==> src/inc/cssw_pkg.sv <==
// package for the crosspoint source-select block: register map, field layout, reset values
// assumes a single 100 MHz clock domain and an apb master with 32-bit data
`default_nettype none
package cssw_pkg;
   localparam int PORTS = 8;
   localparam int SEL_W = 3;
   localparam int ADDR_W = 8;
   // ----------------------------------------------------------------
   // register offsets (byte addresses)
   // ----------------------------------------------------------------
   localparam logic [ADDR_W-1:0] PRI_BASE_OFS = 8'h00;
   localparam logic [ADDR_W-1:0] SEC_BASE_OFS = 8'h20;
   localparam logic [ADDR_W-1:0] CTRL_OFS = 8'h40;
   localparam logic [ADDR_W-1:0] STAT_OFS = 8'h44;
   // ----------------------------------------------------------------
   // fields
   // ----------------------------------------------------------------
   localparam int SEL_LSB = 0;
   localparam int CTRL_SW_BIT = 0;
   localparam int CTRL_PINEN_BIT = 1;
   localparam int STAT_ACTIVE_BIT = 0;
   localparam logic CTRL_SW_RST = 1'h0;
   localparam logic CTRL_PINEN_RST = 1'h0;

   typedef struct packed {
      logic [ADDR_W-1:0] paddr;
      logic psel;
      logic penable;
      logic pwrite;
      logic [31:0] pwdata;
   } cssw_apb_req_t;

   typedef struct packed {
      logic [31:0] prdata;
      logic pready;
      logic pslverr;
   } cssw_apb_rsp_t;
endpackage
`default_nettype wire

==> src/design/cssw_top.sv <==
// source-select control of an 8x8 crosspoint: primary/secondary profiles and switch event
// assumes apb master on clk, trigger pin already synchronous to clk
//
// The placing of the registers and the APB register port were left to the implementer.
`timescale 1ns/10ps
`default_nettype none

module cssw_top (
   // clock and reset
   input wire logic clk,
   input wire logic rstn,
   input wire logic register_reset_pin_n,
   // switch trigger
   input wire logic switch_trigger_pin,
   // apb slave
   input wire cssw_pkg::cssw_apb_req_t apb_req,
   output var cssw_pkg::cssw_apb_rsp_t apb_rsp,
   // crosspoint selects, output o takes bits [3o+2:3o]
   output logic [cssw_pkg::PORTS*cssw_pkg::SEL_W-1:0] out_sel,
   output logic secondary_active
);
   localparam int N = cssw_pkg::PORTS;
   localparam int W = cssw_pkg::SEL_W;
   // word index within one eight-word profile bank
   localparam int ADDR_IDX_W = $clog2(N);

   typedef struct packed {
      logic [N-1:0][W-1:0] pri;
      logic [N-1:0][W-1:0] sec;
      logic sw_bit;
      logic pin_en;
      logic [N-1:0][W-1:0] sel_out;
      logic active;
      logic [31:0] prdata;
      logic pready;
      logic pslverr;
   } cssw_state_t;

   cssw_state_t state_reg, state_next;
   logic rst_sync1_reg, rst_sync2_reg;

   // ----------------------------------------------------------------
   // reset release
   // ----------------------------------------------------------------
   // asserted at once, released on a clock edge two flops deep
   always_ff @(posedge clk or negedge rstn) begin
      if (!rstn) begin
         rst_sync1_reg <= 1'b0;
         rst_sync2_reg <= 1'b0;
      end else begin
         rst_sync1_reg <= 1'b1;
         rst_sync2_reg <= rst_sync1_reg;
      end
   end

   function automatic logic [N-1:0][W-1:0] ident_map();
      logic [N-1:0][W-1:0] m;
      m = '0;
      for (int i = 0; i < N; i++) begin
         m[i] = W'(i);
      end
      return m;
   endfunction

   // straight-through map used at reset and by the register reset pin
   localparam logic [N-1:0][W-1:0] IDENT_MAP = ident_map();

   // ----------------------------------------------------------------
   // profile choice and output multiplexers
   // ----------------------------------------------------------------
   logic sel_sec;
   logic [N-1:0][W-1:0] mux_sel;

   // the pin path bypasses the register bus, so a pin edge reaches the
   // outputs one cycle later instead of after a whole bus write
   always_comb begin
      if (state_reg.pin_en) begin
         sel_sec = switch_trigger_pin;
      end else begin
         sel_sec = state_reg.sw_bit;
      end
   end

   // one global choice fans out to every output multiplexer
   for (genvar o = 0; o < N; o++) begin : g_out_mux
      cssw_src_mux #(
         .SEL_W(W)
      ) u_mux (
         .pri_sel(state_reg.pri[o]),
         .sec_sel(state_reg.sec[o]),
         .use_sec(sel_sec),
         .sel(mux_sel[o])
      );
   end

   // ----------------------------------------------------------------
   // address decode
   // ----------------------------------------------------------------
   logic pri_hit;
   logic sec_hit;
   logic ctrl_hit;
   logic stat_hit;

   // an unaligned address hits nothing and ends in an error response
   always_comb begin
      logic aligned;
      aligned = apb_req.paddr[1:0] == 2'h0;
      pri_hit = 1'b0;
      sec_hit = 1'b0;
      ctrl_hit = 1'b0;
      stat_hit = 1'b0;
      if (aligned && apb_req.paddr >= cssw_pkg::PRI_BASE_OFS
          && apb_req.paddr < cssw_pkg::SEC_BASE_OFS) begin
         pri_hit = 1'b1;
      end else if (aligned && apb_req.paddr < cssw_pkg::CTRL_OFS) begin
         sec_hit = 1'b1;
      end else if (apb_req.paddr == cssw_pkg::CTRL_OFS) begin
         ctrl_hit = 1'b1;
      end else if (apb_req.paddr == cssw_pkg::STAT_OFS) begin
         stat_hit = 1'b1;
      end
   end

   // ----------------------------------------------------------------
   // next state
   // ----------------------------------------------------------------
   always_comb begin
      logic setup;
      logic wr;
      logic rd;
      logic [ADDR_IDX_W-1:0] idx;
      setup = apb_req.psel && !apb_req.penable;
      wr = setup && apb_req.pwrite;
      rd = setup && !apb_req.pwrite;
      idx = apb_req.paddr[2 +: ADDR_IDX_W];
      state_next = state_reg;
      state_next.pready = 1'b0;
      state_next.pslverr = 1'b0;
      // decode in setup and answer in the access phase, with no wait states
      if (setup) begin
         state_next.pready = 1'b1;
         state_next.prdata = 32'h0000_0000;
         if (pri_hit) begin
            if (wr) state_next.pri[idx] = apb_req.pwdata[cssw_pkg::SEL_LSB +: W];
            if (rd) state_next.prdata[cssw_pkg::SEL_LSB +: W] = state_reg.pri[idx];
         end else if (sec_hit) begin
            if (wr) state_next.sec[idx] = apb_req.pwdata[cssw_pkg::SEL_LSB +: W];
            if (rd) state_next.prdata[cssw_pkg::SEL_LSB +: W] = state_reg.sec[idx];
         end else if (ctrl_hit) begin
            if (wr) begin
               state_next.sw_bit = apb_req.pwdata[cssw_pkg::CTRL_SW_BIT];
               state_next.pin_en = apb_req.pwdata[cssw_pkg::CTRL_PINEN_BIT];
            end
            if (rd) begin
               state_next.prdata[cssw_pkg::CTRL_SW_BIT] = state_reg.sw_bit;
               state_next.prdata[cssw_pkg::CTRL_PINEN_BIT] = state_reg.pin_en;
            end
         end else if (stat_hit) begin
            if (rd) state_next.prdata[cssw_pkg::STAT_ACTIVE_BIT] = state_reg.active;
            if (wr) state_next.pslverr = 1'b1;
         end else begin
            state_next.pslverr = 1'b1;
         end
      end
      // outputs and status follow the profile choice one edge later
      state_next.active = sel_sec;
      state_next.sel_out = mux_sel;
      // register reset pin clears the register space back to straight-through
      if (!register_reset_pin_n) begin
         state_next.pri = IDENT_MAP;
         state_next.sec = IDENT_MAP;
         state_next.sw_bit = cssw_pkg::CTRL_SW_RST;
         state_next.pin_en = cssw_pkg::CTRL_PINEN_RST;
      end
   end

   // ----------------------------------------------------------------
   // state register
   // ----------------------------------------------------------------
   always_ff @(posedge clk or negedge rst_sync2_reg) begin
      if (!rst_sync2_reg) begin
         state_reg.pri <= IDENT_MAP;
         state_reg.sec <= IDENT_MAP;
         state_reg.sw_bit <= cssw_pkg::CTRL_SW_RST;
         state_reg.pin_en <= cssw_pkg::CTRL_PINEN_RST;
         state_reg.sel_out <= IDENT_MAP;
         state_reg.active <= 1'b0;
         state_reg.prdata <= 32'h0000_0000;
         state_reg.pready <= 1'b0;
         state_reg.pslverr <= 1'b0;
      end else begin
         state_reg <= state_next;
      end
   end

   // ----------------------------------------------------------------
   // outputs
   // ----------------------------------------------------------------
   // every output is a register bit with no logic after it
   assign out_sel = state_reg.sel_out;
   assign secondary_active = state_reg.active;
   assign apb_rsp.prdata = state_reg.prdata;
   assign apb_rsp.pready = state_reg.pready;
   assign apb_rsp.pslverr = state_reg.pslverr;
endmodule

// ----------------------------------------------------------------
// per-output source multiplexer
// ----------------------------------------------------------------
// picks one profile's input index; instantiated once per output port
module cssw_src_mux #(
   parameter int SEL_W = 3
) (
   // profile selects
   input wire logic [SEL_W-1:0] pri_sel,
   input wire logic [SEL_W-1:0] sec_sel,
   // global profile choice
   input wire logic use_sec,
   // chosen input index
   output logic [SEL_W-1:0] sel
);
   assign sel = use_sec ? sec_sel : pri_sel;
endmodule

`default_nettype wire

==> config.mk <==
export PLATFORM = sky130hd
export DESIGN_NAME = cssw_top
export DESIGN_NICKNAME = d
export VERILOG_FILES = /design/src/inc/cssw_pkg.sv /design/src/design/cssw_top.sv
export SDC_FILE = /design/constraint.sdc
export NUM_CORES = 1
export LEC_CHECK = 0
export ABC_AREA = 1
export BUFFER_PORTS_ARGS = -buffer_cell sky130_fd_sc_hd__buf_2
export CORE_MARGIN = 4
export CORE_UTILIZATION = 45
export DETAILED_ROUTE_END_ITERATION = 16
export HOLD_SLACK_MARGIN = 0.12
export PLACE_DENSITY = 0.67
export SLEW_MARGIN = 20
export SYNTH_ARGS = -nofsm -noshare
export SYNTH_HDL_FRONTEND = slang
export SYNTH_HIERARCHICAL = 1
export SYNTH_SLANG_ARGS = --single-unit
==> constraint.sdc <==
create_clock -name clk -period 2.3 [get_ports clk]
set_input_delay 0.115 -clock clk [delete_from_list [all_inputs] [get_ports clk]]
set_output_delay 0.115 -clock clk [all_outputs]
set_load 0.02 [all_outputs]
==> qor.csv, run 1 <==
metric,value,unit
grt_max_degree,45,
diodes,0,
cts_max_path_buffers,2,
syn_area,4530,µm²
synth_seq_area_share,0.463,
finalHoldViolations,0,
clk_latency,360,ps
die_y,108,µm
crit_fanout,7,
cts_resized,0,
dp.final_hpwl,7330,µm
rows,36,
grt_use_total,0.185,
drt-initial-drc-count,287,
grt_pass1_vias,3488,
synth_most_common_cell,nand2_1,
finClkSkew,11.2,ps
post-route-min-period,1730,ps
drc_errors,0,
fin_cells,755,
slew_headroom,0.493,
area_growth,6.16,%
gp_congestion,0.896,
ios,106,
io_buffers,47,
tns,0,ps
synth-seq-cells,82,
dp.cells,731,
dieArea,11700,µm²
synth_area_per_cell,7.71,µm²
coreArea,9770,µm²
synth-edff-count,0,
root_buffer,clkbuf_8,
overflow,0,
finalCritPeriodShare,0.750,
synthCells,588,
rsz0062_at_grt,no,
max_freq,579,MHz
powerDensity,652,nW/µm²
dr.pass1.iters,4,
drt-vias-per-instance,4.77,
initial_core_util,0.464,
antenna_found_initial,0,
synthTopCellsByCount,"246 x nand2_1, 60 x buf_4, 46 x dfrtp_1, 36 x dfstp_2, 30 x nor2_1",
nets,664,
antenna_left,0,
multi_input_area,1850,µm²
place_ws,727,ps
vias,3599,
die_width,108,µm
htreeDepth,3,
fin_ws,574,ps
yosysTopAreaCell,dfrtp_1,
vdd_drop_max,0.282,mV
maxSlewViolCount,0,
synth_area_leaders,"dfrtp_1 25%, dfstp_2 21%, nand2_1 20%, buf_4 9.9%, o21ai_1 3.0%",
required,2580,ps
ys.flop_type,dfrtp_1,
path_class,in2reg,
setup_viol_count_final,0,
synth_top_area_frac,0.254,
grt_pass1_wl,16900,µm
status,"complete, no violations",
ys_async_sr_fraction,1.00,
drive_above_1_share,0.246,
yosys_warnings,6,
power,0.00314,W
synth.distinct_cells,31,
critPathLaunchType,input pin,
worstSetupEndpointType,flop,
cts_sinks,82,
tightest_slew,761,ps
nFillCells,964,
hp-class,in2reg,
max_cap_violations,0,
largest_reg_flops,50,
cts_tree,built,
seq_area,2100,µm²
clk_pin_slew,80,ps
power.leakage,2.50,nW
drt-total-wl,10200,µm
arrival,2000,ps
numCtsBuffers,9,
wl_per_cell,13.5,µm
-- cells in the final DEF (no fill, tap or decap), types with 5 or more instances in the layout --
| cell | n |
|---|---|
| inv_2 | 18 |
| conb_1 | 30 |
| nand2_2 | 11 |
| nand2_1 | 246 |
| inv_1 | 22 |
| o21ai_0 | 23 |
| dfstp_2 | 36 |
| nor2_1 | 30 |
| buf_2 | 47 |
| dfrtp_1 | 45 |
| dlygate4sd3_1 | 8 |
| nand3_1 | 14 |
| o21ai_1 | 27 |
| clkbuf_8 | 9 |
| buf_4 | 5 |
| nor2_4 | 5 |
| a21oi_1 | 7 |
| nor2_2 | 6 |
-- worst paths after layout --
path	startpoint	endpoint	slack, ps	depth (start not counted)
max in group asynchronous	rst_sync2_reg$_DFF_PN0_	out_sel[20]$_DFF_PN1_	1350	1
setup / recovery	apb_req[33]	state_reg[106]$_DFFE_PN1P_	570	8
min in group asynchronous	rst_sync2_reg$_DFF_PN0_	state_reg[67]$_DFFE_PN0P_	300	0
hold reg to reg	rst_sync2_reg$_DFF_PN0_	state_reg[67]$_DFFE_PN0P_	300	0
hold / removal	apb_req[40]	apb_rsp[4]$_DFFE_PN0N_	180	4
setup reg to reg	state_reg[59]$_DFFE_PN0P_	out_sel[11]$_DFF_PN0_	780	4
-- stage by stage --
step           hold WS, ps  area [µm²]   util
2_1_floorplan         -181        4640      -
3_3_place_gp         -99.0        4570  0.467
3_5_place_dp         -95.2        4570  0.467
4_1_cts                165        4810  0.492
5_1_grt                194        4810  0.492
6_report               176        4810  0.492
-- critical path: stages --
cell	delay, ps
dlygate4sd3_1	530
buf_2	120
nor2_2	140
nand2_2	150
o21ai_2	390
buf_4	260
nand2_1	120
o21ai_0	170
-- power breakdown --
part / total (W) / internal [W] / switching [W]
Combinational: 0.000514 / 0.000159 / 0.000355
Sequential: 0.00170 / 0.00162 / 0.0000822
Clock: 0.000921 / 0.000386 / 0.000536
-- cells by family after synthesis --
logic type | count (synthesis) | share of synthesized area
DFF | 82 | 0.463
AOI/OAI and AO/OA | 67 | 0.0812
muxes | 1 | 0.00248
buffers and inverters | 112 | 0.152
other | 2 | 0.00166
and+or+nand+nor | 324 | 0.300
-- routing by layer --
layer	up-vias	track usage	part of all wire
met4	0	0.0460	0.011
met2	127	0.299	0.47
met1	1660	0.253	0.46
met5	-	0	0
met3	9	0.0424	0.063
li1	1803	-	-
-- area by class of cell --
class	instances	area share
sequential	82	0.437
tap	133	0.0346
clock buffer	10	0.0265
inverter	41	0.0325
timing repair buffer	61	0.0775
clock inverter	6	0.00702
multi-input combinational	422	0.385
-- what timing repair did --
action,4_1_cts,5_1_grt
hold buffers,8,0
hold endpoints to repair,7,0
setup endpoints to repair,0,0
buffers inserted,0,0
(Power assumes the default switching activity.)
==> inputs of run 2 (changes only) <==
==> constraint.sdc (replaced) <==
create_clock -name clk -period 1.43 [get_ports clk]
set_input_delay 0.0715 -clock clk [delete_from_list [all_inputs] [get_ports clk]]
set_output_delay 0.0715 -clock clk [all_outputs]
set_load 0.02 [all_outputs]
==> qor.csv, run 2 (same netlist as run 1, synthesis figures left out) <==
metric,value,unit
io_buffers,47,
cts_setup_buffers,0,
finalHoldViolations,0,
setup_viol_count_final,0,
arrival,1640,ps
path_class,in2reg,
area_growth,11.8,%
rsz0062_at_grt,yes,
critPathLaunchType,input pin,
die_width,108,µm
dp.final_hpwl,7880,µm
crit_fanout,7,
vias,3758,
min_from,apb_req[42],
clk_pin_slew,80,ps
clk_latency,370,ps
multi_input_area,1860,µm²
ios,106,
status,"complete, no violations",
finClkSkew,14.9,ps
antenna_left,0,
nets,686,
max_cap_violations,0,
drc_errors,0,
fin_cells,778,
numCtsBuffers,9,
overflow,0,
rows,36,
drt-initial-drc-count,284,
wl_per_cell,13.6,µm
vdd_drop_max,0.506,mV
initial_core_util,0.464,
grt_use_total,0.189,
drt-vias-per-instance,4.83,
htreeDepth,3,
coreArea,9770,µm²
startpoint,apb_req[32],
drt-total-wl,10500,µm
cts_tree,built,
antenna_found_initial,1,
required,1710,ps
hp-class,in2reg,
drive_above_1_share,0.270,
dr.pass1.iters,5,
r2r_start,state_reg[74]$_DFFE_PN0P_,
gp_congestion,0.907,
nFillCells,980,
cts_max_path_buffers,2,
max_freq,738,MHz
worstSetupEndpointType,flop,
maxSlewViolCount,0,
dieArea,11700,µm²
powerDensity,1060,nW/µm²
power.leakage,2.64,nW
grt_pass1_vias,3536,
layout_commonest_cell,nand2_1,
grt_pass1_wl,17300,µm
finalCritPeriodShare,0.948,
post-route-min-period,1360,ps
fin_hold_ws,162,ps
root_buffer,clkbuf_8,
cts_sinks,82,
grt_max_degree,35,
die_y,108,µm
largest_reg_flops,50,
seq_area,2100,µm²
dp.cells,753,
final_cell_mix,"246 x nand2_1, 47 x buf_2, 45 x dfrtp_1, 36 x dfstp_2",
## run 2: layer usage
layer  track usage  share of wire
met1         0.253           0.43
met2         0.303           0.47
met3        0.0304          0.069
met4        0.0857          0.025
met5             0              0
## run 2: layout make-up
| type | instances | share of cell area |
|---|---|---|
| clock inverters | 4 | 0.00963 |
| flip-flops and latches | 82 | 0.415 |
| repair buffers | 83 | 0.114 |
| clock buffers | 12 | 0.0309 |
| multi-input cells | 422 | 0.367 |
| well taps | 133 | 0.0328 |
| diodes | 1 | 0.000494 |
| inverters | 41 | 0.0309 |
## run 2: final timing paths
path / to / slack, ps / cells after the start
max: state_reg[105]$_DFFE_PN1P_ / 70 / 8
min: state_reg[60]$_DFFE_PN0P_ / 160 / 6
max reg2reg: apb_rsp[3]$_DFFE_PN0N_ / 190 / 4
min reg2reg: state_reg[72]$_DFFE_PN0P_ / 220 / 0
max in group asynchronous: state_reg[100]$_DFFE_PN1P_ / 650 / 1
min in group asynchronous: state_reg[72]$_DFFE_PN0P_ / 220 / 0
## run 2: timing repair
item | CTS | global route
resized for setup | 0 | 3
hold endpoints to repair | 10 | 0
hold buffers | 8 | 0
endpoints found under the setup margin | 0 | 4
## run 2: worst max-delay path, stage by stage
cell and delay (ps):
dlygate4sd3_1 530, buf_2 140, nand2_2 190, inv_1 100
a21oi_2 160, buf_4 190, nor2_1 70, o21ai_0 180
## run 2: power by group
part	leakage, nW	switching, W	internal (W)
logic	1.53	0.000597	0.000301
registers	1.01	0.000126	0.00261
clock network	0.102	0.000843	0.000913
total	2.64	0.00157	0.00382
## run 2: through the flow
step	worst slack, ps	utilization	instance area, µm²	setup TNS [ps]	power [W]
floorplan	75.5	-	4640	0	0.00349
global placement	130	0.488	4770	0	0.00363
detailed placement	78.1	0.488	4770	0	0.00365
CTS	86.6	0.517	5060	0	0.00543
global route	-26.1	0.518	5070	-28.8	0.00564
finish	74.6	0.518	5070	0	0.00538
==> inputs of run 3 (changes only) <==
--- a/config.mk
+++ b/config.mk
@@ -12,6 +12,7 @@
 export DETAILED_ROUTE_END_ITERATION = 16
 export HOLD_SLACK_MARGIN = 0.12
 export PLACE_DENSITY = 0.67
+export REMOVE_ABC_BUFFERS = 1
 export SLEW_MARGIN = 20
 export SYNTH_ARGS = -nofsm -noshare
 export SYNTH_HDL_FRONTEND = slang
==> qor.csv, run 3 (same netlist as run 1, synthesis figures left out) <==
metric,value,unit
status,"complete, no violations",
wl_per_cell,13.7,µm
vdd_drop_max,0.450,mV
grt_max_degree,44,
post-route-min-period,1380,ps
required,1720,ps
arrival,1660,ps
place_ws,-37.8,ps
met1_length,4610,µm
drt-initial-drc-count,175,
coreArea,9770,µm²
grt_use_total,0.192,
cts_sinks,82,
numCtsBuffers,9,
top_layer,met4,
dieArea,11700,µm²
vias,3763,
antenna_found_initial,0,
critPathLaunchType,input pin,
dr.pass1.iters,5,
fin_hold_ws,129,ps
drt-total-wl,10600,µm
path_class,in2reg,
clk_latency,360,ps
crit_fanout,8,
maxSlewViolCount,0,
wl_met3,678,µm
power.leakage,2.64,nW
area_growth,11.7,%
io_buffers,47,
finalHoldViolations,0,
hp-class,in2reg,
rows,36,
grt_pass1_wl,17400,µm
drive_above_1_share,0.271,
cts_tree,built,
fin_ws,54.2,ps
fin_util,0.518,
drt-vias-per-instance,4.86,
nets,685,
rr_worst_depth,6,
largest_reg_flops,50,
die_width,108,µm
dr_wl_met2,5090,µm
ios,106,
overflow,0,
dp.final_hpwl,8010,µm
layout_commonest_cell,nand2_1,
rsz0062_at_grt,no,
root_buffer,clkbuf_8,
initial_core_util,0.464,
powerDensity,1110,nW/µm²
diodes,0,
cts_setup_buffers,0,
whs_path_depth,4,
clk_pin_slew,80,ps
final_cell_mix,"246 x nand2_1, 47 x buf_2, 45 x dfrtp_1, 36 x dfstp_2",
grt_pass1_vias,3654,
finalCritPeriodShare,0.962,
htreeDepth,3,
r2r_slack,200,ps
setup_viol_count_final,0,
antenna_left,0,
max_freq,727,MHz
max_cap_violations,0,
finClkSkew,8.03,ps
worstSetupEndpointType,flop,
drc_errors,0,
die_y,108,µm
cts_max_path_buffers,2,
gp_congestion,0.940,
power,0.00560,W
run 3: cell types whose count changed in the layout (fill, tap and decap cells not counted), sizes merged:
cell         delta
bufinv          +2
clkbuf          -2
clkinv          +1
clkinvlp        -1
diode           -1
dlygate4sd3     -1
inv             -1
run 3: final timing paths:
path,end,from
worst min register to register,out_sel[8]$_DFF_PN0_,rst_sync2_reg$_DFF_PN0_
worst min-delay path,apb_rsp[3]$_DFFE_PN0N_,apb_req[40]
max in group asynchronous,out_sel[19]$_DFF_PN1_,rst_sync2_reg$_DFF_PN0_
min in group asynchronous,out_sel[8]$_DFF_PN0_,rst_sync2_reg$_DFF_PN0_
worst max register to register,apb_rsp[3]$_DFFE_PN0N_,state_reg[77]$_DFFE_PN0P_
worst max-delay path,state_reg[106]$_DFFE_PN1P_,apb_req[32]
run 3: layer usage:
layer	vias to the layer above	GRT usage
li1	1844	-
met1	1761	0.250
met2	134	0.315
met3	24	0.0346
met4	0	0.0794
met5	-	0
run 3: timing repair:
action	in CTS	in global routing
hold buffers	7	0
endpoints found under the setup margin	17	6
hold endpoints to repair	10	0
gates resized for setup	1	1
run 3: where the power goes:
group          total, W  internal (W)  leakage, nW  switching (W)
Combinational  0.000884      0.000293         1.51       0.000592
Sequential      0.00273       0.00261         1.01       0.000129
Clock           0.00198       0.00115        0.116       0.000833
run 3: worst max-delay path, stage by stage:
cell and delay (ps):
dlygate4sd3_1 520, buf_2 140, nand2_2 140, o21ai_2 270, buf_4 230, nand2_1 110
o21ai_0 170
run 3: area by class of cell:
class,instances,area (µm²)
Clock buffer,10,128
Multi-Input combinational cell,422,1860
Sequential cell,82,2100
Clock inverter,5,104
Timing Repair Buffer,82,541
Inverter,41,156
Tap cell,133,166
Fill cell,970,4710
run 3: through the flow:
| step | std cells | cell area (µm²) | TNS, ps |
|---|---|---|---|
| 2_1_floorplan | 545 | 4110 | -57620 |
| 3_3_place_gp | 753 | 4750 | 0 |
| 3_5_place_dp | 753 | 4750 | -213 |
| 4_1_cts | 775 | 5050 | 0 |
| 5_1_grt | 775 | 5060 | 0 |
| 6_report | 775 | 5060 | 0 |
